**src/shared/spsl_pkg.sv**
```systemverilog
// package: register map, field layout, modes and timing for the serial port slave
// Operation
// - spi slave shifts on external clock edges
// - spi runs in sleep, byte wakes device
// - slave-select high resets spi logic
// - port acts only while enabled
// - mode field selects port personality
// - bus clock and data are glitch filtered
// - finished byte moves to buffer, flags event
// - byte before buffer read sets overflow
// - ten-bit header is 11110 a9 a8 0
// - match or data gets automatic acknowledge
// - no acknowledge when full or overflowed
// - full buffer kept, event and overflow set
// - buffer read clears full; software clears overflow
// - after start, eight bits on rising clock
// - eighth falling edge compares address bits
// - load at eighth fall, event at ninth
// - ten-bit byte sets update flag, holds clock
// - repeated start matches high byte only
// - write address clears direction, fills buffer
// - event per byte, software clears it
// - overflow with empty buffer loads, no acknowledge
// - pins are inputs, overridden when driving
// - reset disables port, abandons transfer
package spsl_pkg;
  localparam int unsigned CLK_PERIOD_NS = 100;
  localparam int unsigned SPIKE_NS = 50;
  localparam int unsigned FILT_RAW = (SPIKE_NS + CLK_PERIOD_NS - 1) / CLK_PERIOD_NS;
  localparam int unsigned FILT_CYC = (FILT_RAW < 1) ? 1 : FILT_RAW;
  localparam int APB_AW = 12;
  // register indices; byte address is four times the index
  localparam logic [7:0] IDX_INTERRUPT_CONTROL = 8'h0B;
  localparam logic [7:0] IDX_FLAGS = 8'h0C;
  localparam logic [7:0] IDX_BUF = 8'h13;
  localparam logic [7:0] IDX_CTRL = 8'h14;
  localparam logic [7:0] IDX_ENABLES = 8'h8C;
  localparam logic [7:0] IDX_ADDR = 8'h93;
  localparam logic [7:0] IDX_STAT = 8'h94;
  localparam logic [APB_AW-1:0] A_INTERRUPT_CONTROL = {2'h0, IDX_INTERRUPT_CONTROL, 2'h0};
  localparam logic [APB_AW-1:0] A_FLAGS = {2'h0, IDX_FLAGS, 2'h0};
  localparam logic [APB_AW-1:0] A_BUF = {2'h0, IDX_BUF, 2'h0};
  localparam logic [APB_AW-1:0] A_CTRL = {2'h0, IDX_CTRL, 2'h0};
  localparam logic [APB_AW-1:0] A_ENABLES = {2'h0, IDX_ENABLES, 2'h0};
  localparam logic [APB_AW-1:0] A_ADDR = {2'h0, IDX_ADDR, 2'h0};
  localparam logic [APB_AW-1:0] A_STAT = {2'h0, IDX_STAT, 2'h0};
  localparam logic [7:0] RST_BYTE = 8'h00;
  localparam int EVT_BIT = 3;
  localparam logic [4:0] TENBIT_HDR = 5'h1E;
  localparam logic [3:0] BITS_PER_BYTE = 4'h8;
  localparam logic [3:0] MODE_SPI_SS = 4'h4;
  localparam logic [3:0] MODE_SPI_NOSS = 4'h5;
  localparam logic [3:0] MODE_I2C_7 = 4'h6;
  localparam logic [3:0] MODE_I2C_10 = 4'h7;
  localparam logic [3:0] MODE_I2C_MST = 4'h8;
  typedef struct packed {
    logic wcol; logic ov; logic en; logic ckp; logic [3:0] mode;
  } spsl_ctrl_s;
  typedef struct packed {
    logic smp; logic cke; logic da; logic stop; logic start; logic rw; logic ua; logic bf;
  } spsl_stat_s;
  typedef struct packed {
    logic scl_o; logic scl_oe; logic sda_o; logic sda_oe; logic sdo_o; logic sdo_oe;
  } spsl_pin_out_s;
  typedef enum logic [2:0] {
    I2_IDLE = 3'h0, I2_SHIFT = 3'h1, I2_ACK = 3'h3, I2_HOLD = 3'h2, I2_SKIP = 3'h6
  } spsl_i2c_state_e;
  function automatic logic is_spi_slave(input logic [3:0] m);
    return (m == MODE_SPI_SS) || (m == MODE_SPI_NOSS);
  endfunction
  function automatic logic is_i2c_slave(input logic [3:0] m);
    return (m == MODE_I2C_7) || (m == MODE_I2C_10);
  endfunction
endpackage

```
**src/design/spsl_pin_sync.sv**
```systemverilog
// two-stage pin synchroniser with optional glitch filter
`timescale 1ns/100ps
module spsl_pin_sync #(
  parameter int unsigned FILT = 0,
  parameter logic RST_VAL = 1'h1
) (
  input wire logic pclk,
  input wire logic presetn,
  input wire logic pin_i,
  output logic level_o
);
  logic s1_reg;
  logic s2_reg;

  // only the second stage is looked at by anything
  always_ff @(posedge pclk or negedge presetn)
    if (!presetn)
    begin
      s1_reg <= RST_VAL;
      s2_reg <= RST_VAL;
    end
    else
    begin
      s1_reg <= pin_i;
      s2_reg <= s1_reg;
    end

  generate
    if (FILT == 0)
    begin : g_plain
      assign level_o = s2_reg;
    end
    else
    begin : g_filt
      logic lvl_reg;
      logic [3:0] cnt_reg;
      // a change must persist past the spike window before it counts
      always_ff @(posedge pclk or negedge presetn)
        if (!presetn)
        begin
          lvl_reg <= RST_VAL;
          cnt_reg <= 4'h0;
        end
        else if (s2_reg == lvl_reg)
          cnt_reg <= 4'h0;
        else if (cnt_reg == 4'(FILT))
        begin
          lvl_reg <= s2_reg;
          cnt_reg <= 4'h0;
        end
        else
          cnt_reg <= cnt_reg + 4'h1;
      assign level_o = lvl_reg;
    end
  endgenerate
endmodule // spsl_pin_sync

```
**src/design/spsl_spi_shift.sv**
```systemverilog
// clocked-serial slave shifter on the sampled external clock
`timescale 1ns/100ps
module spsl_spi_shift (
  input wire logic pclk,
  input wire logic presetn,
  input wire logic active,
  input wire logic ss_ctrl,
  input wire logic ss_high,
  input wire logic sck,
  input wire logic sdi,
  input wire logic ckp,
  input wire logic cke,
  input wire logic tx_load,
  input wire logic [7:0] tx_byte,
  output logic [7:0] rx_byte,
  output logic byte_done,
  output logic [3:0] bit_cnt,
  output logic sdo_o,
  output logic sdo_oe
);
  import spsl_pkg::*;
  logic sck_d_reg;
  logic [7:0] rx_sr_reg;
  logic [7:0] tx_sr_reg;
  logic hold_rst;
  logic lead_edge;
  logic trail_edge;
  logic samp_edge;
  logic shift_edge;

  // idle level is ckp; leading edge leaves idle
  assign lead_edge = (sck != sck_d_reg) && (sck_d_reg == ckp);
  assign trail_edge = (sck != sck_d_reg) && (sck_d_reg != ckp);
  assign samp_edge = cke ? trail_edge : lead_edge;
  assign shift_edge = cke ? lead_edge : trail_edge;
  assign hold_rst = !active || (ss_ctrl && ss_high);
  assign sdo_o = tx_sr_reg[7];
  assign sdo_oe = !hold_rst;

  always_ff @(posedge pclk or negedge presetn)
    if (!presetn)
      sck_d_reg <= 1'h0;
    else
      sck_d_reg <= sck;

  // receive side: bits land on the sampling edge
  always_ff @(posedge pclk or negedge presetn)
    if (!presetn)
    begin
      rx_sr_reg <= RST_BYTE;
      bit_cnt <= 4'h0;
      rx_byte <= RST_BYTE;
      byte_done <= 1'h0;
    end
    else
    begin
      byte_done <= 1'h0;
      if (hold_rst)
        bit_cnt <= 4'h0;
      else if (samp_edge)
      begin
        rx_sr_reg <= {rx_sr_reg[6:0], sdi};
        if (bit_cnt == BITS_PER_BYTE - 4'h1)
        begin
          bit_cnt <= 4'h0;
          rx_byte <= {rx_sr_reg[6:0], sdi};
          byte_done <= 1'h1;
        end
        else
          bit_cnt <= bit_cnt + 4'h1;
      end
    end

  // transmit side: no shift before the first sample so the msb is seen first
  always_ff @(posedge pclk or negedge presetn)
    if (!presetn)
      tx_sr_reg <= RST_BYTE;
    else if (tx_load)
      tx_sr_reg <= tx_byte;
    else if (!hold_rst && shift_edge && bit_cnt != 4'h0)
      tx_sr_reg <= {tx_sr_reg[6:0], 1'h0};
endmodule // spsl_spi_shift

```
**src/design/spsl_top.sv**
```systemverilog
// serial port slave: apb registers, two-wire slave receiver, spi slave
//
// Implementation choice: register access over APB.
`timescale 1ns/100ps
module spsl_top (
  input wire logic pclk,
  input wire logic presetn,
  input wire logic psel,
  input wire logic penable,
  input wire logic pwrite,
  input wire logic [spsl_pkg::APB_AW-1:0] paddr,
  input wire logic [31:0] pwdata,
  output logic [31:0] prdata,
  output logic pready,
  output logic pslverr,
  input wire logic scl_i,
  input wire logic sda_i,
  input wire logic sck_i,
  input wire logic sdi_i,
  input wire logic ss_n_i,
  output spsl_pkg::spsl_pin_out_s pins_o,
  input wire logic sleep_mode,
  output logic wake_o
);
  import spsl_pkg::*;
  spsl_ctrl_s ctrl_reg;
  spsl_stat_s stat_reg;
  spsl_i2c_state_e st_reg;
  logic [7:0] buf_reg;
  logic [7:0] addr_reg;
  logic [7:0] interrupt_control_reg;
  logic [7:0] enables_reg;
  logic evt_reg;
  logic [7:0] sr_reg;
  logic [3:0] cnt_reg;
  logic addressed_reg;
  logic phase_reg;
  logic tenbit_done_reg;
  logic ack_drv_reg;
  logic scl_f;
  logic sda_f;
  logic sck_s;
  logic sdi_s;
  logic ssn_s;
  logic scl_d_reg;
  logic sda_d_reg;
  logic scl_rise;
  logic scl_fall;
  logic start_det;
  logic stop_det;
  logic i2c_on;
  logic spi_on;
  logic dec;
  logic take;
  logic is_addr;
  logic need_ua;
  logic hi_match;
  logic byte_in;
  logic byte_evt;
  logic rd_buf;
  logic wr_acc;
  logic setup;
  logic hit;
  logic [7:0] spi_rx;
  logic spi_done;
  logic [3:0] spi_cnt;
  logic sdo_o;
  logic sdo_oe;

  function automatic logic addr_mapped(input logic [APB_AW-1:0] a);
    return (a == A_INTERRUPT_CONTROL) || (a == A_FLAGS) || (a == A_BUF) || (a == A_CTRL) ||
           (a == A_ENABLES) || (a == A_ADDR) || (a == A_STAT);
  endfunction

  // pins: bus lines filtered, spi lines only synchronised
  spsl_pin_sync #(.FILT(FILT_CYC), .RST_VAL(1'h1)) u_scl (
    .pclk(pclk), .presetn(presetn), .pin_i(scl_i), .level_o(scl_f));
  spsl_pin_sync #(.FILT(FILT_CYC), .RST_VAL(1'h1)) u_sda (
    .pclk(pclk), .presetn(presetn), .pin_i(sda_i), .level_o(sda_f));
  spsl_pin_sync #(.FILT(0), .RST_VAL(1'h0)) u_sck (
    .pclk(pclk), .presetn(presetn), .pin_i(sck_i), .level_o(sck_s));
  spsl_pin_sync #(.FILT(0), .RST_VAL(1'h0)) u_sdi (
    .pclk(pclk), .presetn(presetn), .pin_i(sdi_i), .level_o(sdi_s));
  spsl_pin_sync #(.FILT(0), .RST_VAL(1'h1)) u_ssn (
    .pclk(pclk), .presetn(presetn), .pin_i(ss_n_i), .level_o(ssn_s));

  // mode decode gates both engines
  assign i2c_on = ctrl_reg.en && is_i2c_slave(ctrl_reg.mode);
  assign spi_on = ctrl_reg.en && is_spi_slave(ctrl_reg.mode);

  // apb slave: zero wait, read data captured in the setup cycle
  assign setup = psel && !penable;
  assign hit = addr_mapped(paddr);
  assign wr_acc = psel && penable && pwrite && hit;
  assign rd_buf = psel && penable && !pwrite && (paddr == A_BUF);
  assign pready = 1'h1;
  assign pslverr = psel && penable && !hit;

  always_ff @(posedge pclk or negedge presetn)
    if (!presetn)
      prdata <= 32'h0000_0000;
    else if (setup && !pwrite)
    begin
      case (paddr)
        A_INTERRUPT_CONTROL: prdata <= {24'h00_0000, interrupt_control_reg};
        A_FLAGS: prdata <= {24'h00_0000, 4'h0, evt_reg, 3'h0};
        A_BUF: prdata <= {24'h00_0000, buf_reg};
        A_CTRL: prdata <= {24'h00_0000, ctrl_reg};
        A_ENABLES: prdata <= {24'h00_0000, enables_reg};
        A_ADDR: prdata <= {24'h00_0000, addr_reg};
        A_STAT: prdata <= {24'h00_0000, stat_reg};
        default: prdata <= 32'h0000_0000;
      endcase
    end

  spsl_spi_shift u_spi (
    .pclk(pclk), .presetn(presetn), .active(spi_on),
    .ss_ctrl(ctrl_reg.mode == MODE_SPI_SS), .ss_high(ssn_s),
    .sck(sck_s), .sdi(sdi_s), .ckp(ctrl_reg.ckp), .cke(stat_reg.cke),
    .tx_load(wr_acc && paddr == A_BUF), .tx_byte(pwdata[7:0]),
    .rx_byte(spi_rx), .byte_done(spi_done), .bit_cnt(spi_cnt),
    .sdo_o(sdo_o), .sdo_oe(sdo_oe));

  // bus condition detection on filtered levels
  always_ff @(posedge pclk or negedge presetn)
    if (!presetn)
    begin
      scl_d_reg <= 1'h1;
      sda_d_reg <= 1'h1;
    end
    else
    begin
      scl_d_reg <= scl_f;
      sda_d_reg <= sda_f;
    end
  assign scl_rise = scl_f && !scl_d_reg;
  assign scl_fall = !scl_f && scl_d_reg;
  assign start_det = i2c_on && scl_f && scl_d_reg && sda_d_reg && !sda_f;
  assign stop_det = i2c_on && scl_f && scl_d_reg && !sda_d_reg && sda_f;

  // decision point is the falling edge of the eighth clock
  assign dec = i2c_on && st_reg == I2_SHIFT && scl_fall && cnt_reg == BITS_PER_BYTE;
  always_comb
  begin
    hi_match = sr_reg[7:3] == TENBIT_HDR && sr_reg[7:1] == addr_reg[7:1];
    is_addr = !addressed_reg;
    need_ua = 1'h0;
    if (addressed_reg)
      take = 1'h1;
    else if (ctrl_reg.mode == MODE_I2C_7)
      take = sr_reg[7:1] == addr_reg[7:1];
    else if (phase_reg)
    begin
      take = sr_reg == addr_reg;
      need_ua = take;
    end
    else
    begin
      // a fresh high byte must be a write; after a repeated start it stands alone
      take = hi_match && (tenbit_done_reg || !sr_reg[0]);
      need_ua = take && !tenbit_done_reg;
    end
  end
  assign byte_in = (dec && take) || spi_done;
  assign byte_evt = (i2c_on && st_reg == I2_ACK && scl_fall) || spi_done;

  // two-wire receive state machine
  always_ff @(posedge pclk or negedge presetn)
    if (!presetn)
      st_reg <= I2_IDLE;
    else if (!i2c_on)
      st_reg <= I2_IDLE;
    else if (stop_det)
      st_reg <= I2_IDLE;
    else if (start_det)
      st_reg <= I2_SHIFT;
    else
    begin
      case (st_reg)
        I2_IDLE: st_reg <= I2_IDLE;
        I2_SHIFT:
          if (dec)
            st_reg <= take ? I2_ACK : I2_SKIP;
        I2_ACK:
          if (scl_fall)
          begin
            if (stat_reg.ua)
              st_reg <= I2_HOLD;
            else if (stat_reg.rw)
              st_reg <= I2_SKIP;
            else
              st_reg <= I2_SHIFT;
          end
        I2_HOLD:
          if (!stat_reg.ua)
            st_reg <= I2_SHIFT;
        I2_SKIP: st_reg <= I2_SKIP;
        default: st_reg <= I2_IDLE;
      endcase
    end

  // bit counter and shift register, sampled on rising clock
  always_ff @(posedge pclk or negedge presetn)
    if (!presetn)
    begin
      cnt_reg <= 4'h0;
      sr_reg <= RST_BYTE;
    end
    else if (start_det || (st_reg == I2_ACK && scl_fall))
      cnt_reg <= 4'h0;
    else if (st_reg == I2_SHIFT && scl_rise && cnt_reg != BITS_PER_BYTE)
    begin
      sr_reg <= {sr_reg[6:0], sda_f};
      cnt_reg <= cnt_reg + 4'h1;
    end

  // addressing progress; ten-bit completion survives a repeated start
  always_ff @(posedge pclk or negedge presetn)
    if (!presetn)
    begin
      addressed_reg <= 1'h0;
      phase_reg <= 1'h0;
      tenbit_done_reg <= 1'h0;
    end
    else if (!i2c_on || stop_det)
    begin
      addressed_reg <= 1'h0;
      phase_reg <= 1'h0;
      tenbit_done_reg <= 1'h0;
    end
    else if (start_det)
    begin
      addressed_reg <= 1'h0;
      phase_reg <= 1'h0;
    end
    else if (dec && take && !addressed_reg)
    begin
      if (ctrl_reg.mode == MODE_I2C_10 && !phase_reg && !tenbit_done_reg)
        phase_reg <= 1'h1;
      else
      begin
        addressed_reg <= 1'h1;
        phase_reg <= 1'h0;
        if (phase_reg)
          tenbit_done_reg <= 1'h1;
      end
    end

  // acknowledge drive from eighth to ninth falling edge
  always_ff @(posedge pclk or negedge presetn)
    if (!presetn)
      ack_drv_reg <= 1'h0;
    else if (!i2c_on || start_det || stop_det)
      ack_drv_reg <= 1'h0;
    else if (dec)
      ack_drv_reg <= take && !stat_reg.bf && !ctrl_reg.ov;
    else if (st_reg == I2_ACK && scl_fall)
      ack_drv_reg <= 1'h0;

  // buffer: hardware load on a byte, software write for transmit data
  always_ff @(posedge pclk or negedge presetn)
    if (!presetn)
      buf_reg <= RST_BYTE;
    else if (byte_in && !stat_reg.bf)
      buf_reg <= spi_done ? spi_rx : sr_reg;
    else if (wr_acc && paddr == A_BUF)
      buf_reg <= pwdata[7:0];

  // full flag: a load in the same cycle as a read keeps it set
  always_ff @(posedge pclk or negedge presetn)
    if (!presetn)
      stat_reg.bf <= 1'h0;
    else if (byte_in && !stat_reg.bf)
      stat_reg.bf <= 1'h1;
    else if (rd_buf || !ctrl_reg.en)
      stat_reg.bf <= 1'h0;

  // update-address: set on each ten-bit address byte except the high byte after a repeated start, cleared by address write
  always_ff @(posedge pclk or negedge presetn)
    if (!presetn)
      stat_reg.ua <= 1'h0;
    else if (dec && need_ua)
      stat_reg.ua <= 1'h1;
    else if ((wr_acc && paddr == A_ADDR) || !i2c_on)
      stat_reg.ua <= 1'h0;

  // direction, data/address and bus condition status
  always_ff @(posedge pclk or negedge presetn)
    if (!presetn)
    begin
      stat_reg.rw <= 1'h0;
      stat_reg.da <= 1'h0;
      stat_reg.start <= 1'h0;
      stat_reg.stop <= 1'h0;
    end
    else if (!ctrl_reg.en)
    begin
      stat_reg.start <= 1'h0;
      stat_reg.stop <= 1'h0;
    end
    else
    begin
      if (dec && take)
      begin
        stat_reg.da <= !is_addr;
        // the low ten-bit address byte carries no direction bit
        if (is_addr && !phase_reg)
          stat_reg.rw <= sr_reg[0];
      end
      if (start_det)
      begin
        stat_reg.start <= 1'h1;
        stat_reg.stop <= 1'h0;
      end
      else if (stop_det)
      begin
        stat_reg.start <= 1'h0;
        stat_reg.stop <= 1'h1;
      end
    end

  // software-written status bits
  always_ff @(posedge pclk or negedge presetn)
    if (!presetn)
    begin
      stat_reg.smp <= 1'h0;
      stat_reg.cke <= 1'h0;
    end
    else if (wr_acc && paddr == A_STAT)
    begin
      stat_reg.smp <= pwdata[7];
      stat_reg.cke <= pwdata[6];
    end

  // control: overflow and collision are set by hardware, set beats clear
  always_ff @(posedge pclk or negedge presetn)
    if (!presetn)
      ctrl_reg <= spsl_ctrl_s'(RST_BYTE);
    else
    begin
      if (wr_acc && paddr == A_CTRL)
        ctrl_reg <= spsl_ctrl_s'(pwdata[7:0]);
      if (byte_in && stat_reg.bf)
        ctrl_reg.ov <= 1'h1;
      if (wr_acc && paddr == A_BUF && spi_on && spi_cnt != 4'h0)
        ctrl_reg.wcol <= 1'h1;
    end

  // event flag: software clears by writing zero, a new event wins
  always_ff @(posedge pclk or negedge presetn)
    if (!presetn)
      evt_reg <= 1'h0;
    else if (byte_evt)
      evt_reg <= 1'h1;
    else if (wr_acc && paddr == A_FLAGS)
      evt_reg <= pwdata[EVT_BIT];

  // plain storage registers
  always_ff @(posedge pclk or negedge presetn)
    if (!presetn)
    begin
      interrupt_control_reg <= RST_BYTE;
      enables_reg <= RST_BYTE;
      addr_reg <= RST_BYTE;
    end
    else if (wr_acc)
    begin
      if (paddr == A_INTERRUPT_CONTROL)
        interrupt_control_reg <= pwdata[7:0];
      if (paddr == A_ENABLES)
        enables_reg <= pwdata[7:0];
      if (paddr == A_ADDR)
        addr_reg <= pwdata[7:0];
    end

  // wake request: any byte event (finished spi byte or accepted two-wire byte) while asleep
  always_ff @(posedge pclk or negedge presetn)
    if (!presetn)
      wake_o <= 1'h0;
    else
      wake_o <= sleep_mode && byte_evt;

  // open-drain lines only ever pull low; nothing drives while disabled
  assign pins_o.scl_o = 1'h0;
  assign pins_o.scl_oe = i2c_on && st_reg == I2_HOLD;
  assign pins_o.sda_o = 1'h0;
  assign pins_o.sda_oe = i2c_on && ack_drv_reg;
  assign pins_o.sdo_o = sdo_o;
  assign pins_o.sdo_oe = sdo_oe;
endmodule // spsl_top

```
**config.mk**
```make
export PLATFORM = sky130hd
export DESIGN_NAME = spsl_top
export DESIGN_NICKNAME = d
export VERILOG_FILES = /design/src/shared/spsl_pkg.sv /design/src/design/spsl_pin_sync.sv /design/src/design/spsl_spi_shift.sv /design/src/design/spsl_top.sv
export SDC_FILE = /design/constraint.sdc
export NUM_CORES = 1
export LEC_CHECK = 0
export BUFFER_PORTS_ARGS = -buffer_cell sky130_fd_sc_hd__buf_4
export CAP_MARGIN = 30
export CELL_PAD_IN_SITES_DETAIL_PLACEMENT = 0
export CELL_PAD_IN_SITES_GLOBAL_PLACEMENT = 1
export CORE_ASPECT_RATIO = 0.7
export CORE_UTILIZATION = 49
export CTS_CLUSTER_DIAMETER = 150
export DETAILED_ROUTE_END_ITERATION = 8
export GPL_TIMING_DRIVEN = 0
export PLACE_DENSITY_LB_ADDON = 0.08
export SLEW_MARGIN = 40
export SYNTH_ARGS = -nofsm -noshare
export SYNTH_HDL_FRONTEND = slang
export SYNTH_SLANG_ARGS = --single-unit
```
**constraint.sdc**
```tcl
create_clock -name pclk -period 4.75 [get_ports pclk]
set_clock_uncertainty 0.05 [all_clocks]
set_input_delay 0.475 -clock pclk [delete_from_list [all_inputs] [get_ports pclk]]
set_output_delay 0.475 -clock pclk [all_outputs]
set_load 0.03 [all_outputs]
```
==> flow_metrics.env, run 1 <==
export IMPL_worstReg2RegStart="ctrl_reg[3]$_DFFE_PN0P_"
export IMPL_period_needed_ns=2.699
export IMPL_drt_wl_total_mm=14.71
export IMPL_cts_resized=0
export IMPL_final_common_cell="dfrtp_1"
export IMPL_cp_end_kind="flip-flop"
export IMPL_clock_sinks=128
export IMPL_dpl_hpwl_mm=10.58
export IMPL_synth_xor_area_share_pct=2.772
export IMPL_synth_top_family_by_area="multiplexers"
export IMPL_ys_seq_area_share_pct=50.88
export IMPL_final_cells=832
export IMPL_cp_startpoint="ctrl_reg[3]$_DFFE_PN0P_"
export IMPL_drc=0
export IMPL_synth_simple_area_share_pct=13.34
export IMPL_synth_compound_area_share_pct=8.573
export IMPL_cpMaxStageDelayCell="nor4bb_2"
export IMPL_synthArstFlopShare_pct=100.0
export IMPL_drtPass1Iterations=4
export IMPL_io_pins=96
export IMPL_place_congestion=0.8739
export IMPL_max_cap_violations=0
export IMPL_cp_start_kind="flip-flop"
export IMPL_area_growth_pct=20.08
export IMPL_syn_inst=568
export IMPL_portBuffers=43
export IMPL_start_util_pct=50.53
export IMPL_grt_pass1_vias=4483
export IMPL_fmax_mhz=370.6
export IMPL_cp_cell_sequence="nor4bb_2 -> nand2_1 -> nor2b_1 -> buf_2 -> and4_1 -> buf_2 -> mux2_2"
export IMPL_ff2ff_path_depth=7
export IMPL_synth_edf_count=0
export IMPL_drive_above_1_share_pct=27.61
export IMPL_cts_tree="done"
export IMPL_postCtsSetupRepairBufs=0
export IMPL_setup_slack_ns=2.051
export IMPL_pre_cts_ws_ns=1.686
export IMPL_drtIter0Drc=384
export IMPL_fin_util_pct=60.67
export IMPL_powerDensity_mw_per_mm2=358.9
export IMPL_viasPerCell=5.464
export IMPL_grt_antenna_before_repair=0
export IMPL_nets=720
export IMPL_status="finished clean"
export IMPL_synth_area_mux_share_pct=17.16
export IMPL_core_mm2=0.01251
export IMPL_leakagePower_nw=3.569
export IMPL_cts_buffer_depth=2
export IMPL_synthAdderAreaFrac_pct=1.584
export IMPL_vdd_drop_max_mv=0.2934
export IMPL_hp_start="sdi_i"
export IMPL_cp_num_cells=7
export IMPL_worstHoldPathCells=1
export IMPL_worst_pin_slew_ns=0.7277
export IMPL_grt_use_total_pct=24.03
export IMPL_avgSynthCellArea_um2=11.13
export IMPL_ys_flop_type="dfrtp_1"
export IMPL_clock_latency_ns=0.41
export IMPL_synth_distinct_cells=58
export IMPL_ant_nets=0
export IMPL_dp_cells=799
export IMPL_ys_warn_count=0
export IMPL_hold_class="input port to flip-flop"
export IMPL_clk_pin_slew_ns=0.06
export IMPL_fin_tns_setup_ns=0
export IMPL_hold_violations=0
export IMPL_diodes=0
export IMPL_slew_headroom_pct=51.49
export IMPL_slowest_delay_ns=0.60
export IMPL_dieWidth_um=137.7
export IMPL_setup_viol=0
export IMPL_finalCritPeriodShare_pct=56.81
export IMPL_post_drt_wl_per_cell_um=17.67
export IMPL_cts_hold_buf=1
export IMPL_die_h_um=97.02
export IMPL_grt_ovfl_total=0
export IMPL_critical_path_buf_inv_count=2
export IMPL_cts_max_level=4
export IMPL_grt_pass1_wl_mm=23.85
export IMPL_power_mw=2.723
export IMPL_final_cell_mix="dfrtp_1, buf_4, mux2_2"
export IMPL_worstPathMaxFanout=9
export IMPL_crit_path_frequent_cell="buf_2"
export IMPL_path_class="flip-flop to flip-flop"
export IMPL_cts_buffers=17
export IMPL_ctsRootBufferMaster="clkbuf_16"
export IMPL_rows=34
export IMPL_critical_path_arrival_ns=2.95
export IMPL_rsz0062_at_grt="false"
export IMPL_grt_max_degree=76
export IMPL_required_ns=5.00
export IMPL_die_area_mm2=0.01336
export IMPL_maxSlewViolCount=0
export IMPL_r2r_slack_ns=2.05
export IMPL_syn_cell_area_mm2=0.006320
export IMPL_vias=4546
export IMPL_cpLargestDelayFamily="simple AND/OR/NAND/NOR gates"
export IMPL_ys_ff_latch=128
[metal layers]
metal	vias up	track usage [%]	routed length [µm]
li1	2138	-	-
met1	2240	35.63	7004
met2	143	33.82	6432
met3	25	5.189	940
met4	0	9.950	327
met5	-	0	0
[cells by family (layout without fill, tap and decap cells)]
| kind of cell | after synthesis | after routing |
|---|---|---|
| fa+ha+maj | 8 | 8 |
| compound gates | 83 | 83 |
| xor+xnor | 20 | 20 |
| simple gates | 164 | 164 |
| other cells | 2 | 27 |
| mux | 101 | 101 |
| flops | 128 | 128 |
| buf+inv | 62 | 139 |
[final timing paths]
kind                                           endpoint
max                        u_spi.rx_byte[0]$_DFFE_PN0P_
min                              u_sdi.s1_reg$_DFF_PN0_
max reg2reg                u_spi.rx_byte[0]$_DFFE_PN0P_
min reg2reg                     u_sdi.level_o$_DFF_PN0_
max in group asynchronous       u_ssn.level_o$_DFF_PN1_
min in group asynchronous         st_reg[0]$_DFFE_PN0P_
[cell usage after synthesis, types with 5 or more instances]
cell	number	area [µm²]
a211oi_1	5	37.54
a21oi_1	13	65.06
a22oi_1	7	52.55
and3_1	5	31.28
buf_2	5	25.02
buf_4	30	225.2
clkbuf_1	10	37.54
dfrtp_1	118	2953
dfstp_2	10	262.8
ha_1	8	100.1
inv_1	14	52.55
mux2_2	59	664.4
mux2i_1	42	420.4
nand2_1	48	180.2
nand2b_1	5	31.28
nand3_1	17	85.08
nand4_1	5	31.28
nor2_1	40	150.1
nor2b_1	8	50.05
nor3_1	5	25.02
nor3b_1	7	52.55
o21ai_0	28	140.1
xnor2_1	10	87.58
xor2_1	10	87.58
[layout make-up]
cell class                      instances  area, µm²
Inverter                               14      52.55
Multi-Input combinational cell        403       2869
Fill cell                            1063       4918
Timing Repair Buffer                   45      367.9
Sequential cell                       128       3216
Clock inverter                         10      137.6
Tap cell                              162      202.7
Clock buffer                           22      444.2
Buffer                                 48      299.0
[through the flow]
| step | hold slack (ns) | area, µm² |
|---|---|---|
| after floorplan | 0.1294 | 6414 |
| after global placement | 0.2841 | 6939 |
| final | 0.1136 | 7589 |
| after global routing | 0.09848 | 7589 |
| after detailed placement | 0.2950 | 6980 |
| after CTS | 0.09990 | 7572 |
[where the power goes]
part | total (mW) | internal (mW) | switching (mW)
registers | 1.19 | 1.15 | 0.0467
logic | 0.247 | 0.0931 | 0.154
clock network | 1.28 | 0.823 | 0.459
[worst register-to-register path, delay by kind of cell, from the launching register on]
family | cells | cell delay, ns
buf+inv | 2 | 0.43
flops | 1 | 0.44
mux | 1 | 0.37
simple gates | 4 | 1.29
Note: power is estimated with default switching activity, not from simulation.
==> run 2, diff against run 1 <==
--- a/config.mk
+++ b/config.mk
@@ -10,7 +10,7 @@
 export CELL_PAD_IN_SITES_DETAIL_PLACEMENT = 0
 export CELL_PAD_IN_SITES_GLOBAL_PLACEMENT = 1
 export CORE_ASPECT_RATIO = 0.7
-export CORE_UTILIZATION = 49
+export CORE_UTILIZATION = 41
 export CTS_CLUSTER_DIAMETER = 150
 export DETAILED_ROUTE_END_ITERATION = 8
 export GPL_TIMING_DRIVEN = 0
==> constraint.sdc (replaced) <==
create_clock -name pclk -period 2.2 [get_ports pclk]
set_clock_uncertainty 0.05 [all_clocks]
set_input_delay 0.22 -clock pclk [delete_from_list [all_inputs] [get_ports pclk]]
set_output_delay 0.22 -clock pclk [all_outputs]
set_load 0.03 [all_outputs]
==> flow_metrics.env, run 2 (synthesized netlist as in run 1, its figures left out) <==
export IMPL_cp_start_kind="flip-flop"
export IMPL_die_h_um=105.9
export IMPL_diodes=0
export IMPL_die_area_mm2=0.01592
export IMPL_ctsRootBufferMaster="clkbuf_16"
export IMPL_core_mm2=0.01486
export IMPL_grt_use_total_pct=20.38
export IMPL_cpLargestDelayFamily="multiplexers"
export IMPL_cp_end_kind="flip-flop"
export IMPL_final_common_cell="dfrtp_1"
export IMPL_maxSlewViolCount=0
export IMPL_worstPathMaxFanout=4
export IMPL_cts_max_level=4
export IMPL_final_cells=885
export IMPL_vdd_drop_max_mv=0.6149
export IMPL_r2r_slack_ns=0.11
export IMPL_clock_sinks=128
export IMPL_cpMaxStageDelayCell="dfrtp_2"
export IMPL_post_drt_wl_per_cell_um=17.04
export IMPL_drt_wl_total_mm=15.08
export IMPL_critical_path_arrival_ns=2.34
export IMPL_dieWidth_um=150.4
export IMPL_grt_pass1_wl_mm=24.12
export IMPL_power_mw=5.975
export IMPL_finalCritPeriodShare_pct=94.99
export IMPL_cts_tree="done"
export IMPL_cts_buffers=17
export IMPL_viasPerCell=5.103
export IMPL_nFillCells=1306
export IMPL_clk_pin_slew_ns=0.06
export IMPL_place_congestion=0.8284
export IMPL_drtPass1Iterations=5
export IMPL_ff2ff_path_depth=7
export IMPL_final_cell_mix="dfrtp_1, buf_4, mux2_2"
export IMPL_holdPathEnd="u_spi.tx_sr_reg[7]$_DFFE_PN0P_"
export IMPL_rows=37
export IMPL_crit_path_frequent_cell="buf_4"
export IMPL_slowest_delay_ns=0.45
export IMPL_required_ns=2.45
export IMPL_status="finished clean"
export IMPL_critical_path_buf_inv_count=2
export IMPL_cp_cell_sequence="xor2_4 -> mux2i_4 -> nor2b_1 -> buf_4 -> and4_4 -> buf_4 -> mux2_2"
export IMPL_worstReg2RegStart="stat_reg[6]$_DFFE_PN0P_"
export IMPL_cts_buffer_depth=2
export IMPL_cp_num_cells=7
export IMPL_drtIter0Drc=291
export IMPL_area_growth_pct=25.84
export IMPL_grt_pass1_vias=4409
export IMPL_grt_antenna_before_repair=0
export IMPL_nets=740
export IMPL_period_needed_ns=2.090
export IMPL_fmax_mhz=478.5
export IMPL_drive_above_1_share_pct=32.32
export IMPL_dpl_hpwl_mm=10.73
export IMPL_worst_pin_slew_ns=0.7186
export IMPL_grt_max_degree=68
export IMPL_hp_start="pwdata[7]"
export IMPL_start_util_pct=42.53
export IMPL_max_cap_violations=0
export IMPL_portBuffers=43
export IMPL_slew_headroom_pct=52.10
export IMPL_setup_viol=0
export IMPL_leakagePower_nw=3.699
export IMPL_vias=4516
export IMPL_clock_latency_ns=0.42
export IMPL_hold_violations=0
export IMPL_worstHoldPathCells=3
export IMPL_powerDensity_mw_per_mm2=751.3
export IMPL_dp_cells=832
export IMPL_io_pins=96
export IMPL_grt_ovfl_total=0
export IMPL_hold_class="input port to flip-flop"
export IMPL_r2r_end="u_spi.rx_byte[7]$_DFFE_PN0P_"
export IMPL_ant_nets=0
export IMPL_drc=0
export IMPL_path_class="flip-flop to flip-flop"
-- run 2: where the power goes --
part | leakage [nW] | internal, mW | switching, mW
clock network | 0.286 | 1.84 | 1.02
registers | 1.64 | 2.48 | 0.0929
logic | 1.77 | 0.216 | 0.328
-- run 2: cell type report --
type,count,area [µm²],share of cell area (%)
buffer,48,314.1,3.949
clock buffer,22,464.2,5.837
clock inverter,10,136.4,1.715
inverter,14,52.55,0.6608
multi-input combinational,403,2972,37.37
sequential,128,3221,40.50
tap,195,244.0,3.068
timing repair buffer,65,549.3,6.907
-- run 2: worst max-delay path by stage --
stage / startpoint / endpoint / slack [ns]
global placement: ctrl_reg[5]$_DFFE_PN0P_ / u_spi.rx_byte[0]$_DFFE_PN0P_ / -0.75
CTS: paddr[7] / addr_reg[7]$_DFFE_PN0P_ / 0.002
finish: stat_reg[6]$_DFFE_PN0P_ / u_spi.rx_byte[7]$_DFFE_PN0P_ / 0.11
global route: u_sda.level_o$_DFFE_PN1P_ / st_reg[0]$_DFFE_PN0P_ / -0.02
detailed placement: paddr[7] / interrupt_control_reg[5]$_DFFE_PN0P_ / -0.53
floorplan: st_reg[0]$_DFFE_PN0P_ / stat_reg[2]$_DFFE_PN0P_ / 0.02
-- run 2: repair_timing --
action / 4_1_cts / 5_1_grt
hold endpoints to repair: 61 / 0
resized for setup: 14 / 22
setup buffers: 4 / 9
gates cloned: 0 / 1
endpoints found under the setup margin: 61 / 59
pin swaps: 3 / 7
hold buffers: 7 / 0
-- run 2: tightest hold or removal path: cells and delay by family --
kind | cells | cell delay [ns]
AOI/OAI and AO/OA | 1 | 0.06
and+or+nand+nor | 1 | 0.05
buffers and inverters | 1 | 0.13
-- run 2: layer usage --
metal | vias up | part of all wire (%) | GRT usage (%)
met5 | - | 0 | 0
met4 | 0 | 0.60 | 3.896
met3 | 8 | 5.9 | 5.411
met2 | 106 | 42 | 28.64
met1 | 2218 | 51 | 31.17
li1 | 2184 | - | -
-- run 2: metrics by stage --
step / utilization, % / hold slack, ns / cell area [µm²] / worst slack [ns] / setup TNS, ns
2_1_floorplan: - / -0.1256 / 6425 / 0.01836 / 0
3_3_place_gp: 47.05 / 0.2784 / 6992 / -0.7491 / -31.63
3_5_place_dp: 47.36 / 0.1500 / 7038 / -0.5258 / -24.12
4_1_cts: 52.46 / 0.02335 / 7796 / 0.002242 / 0
5_1_grt: 53.52 / 0.04168 / 7953 / -0.01945 / -0.01945
6_report: 53.52 / 0.02195 / 7953 / 0.1101 / 0
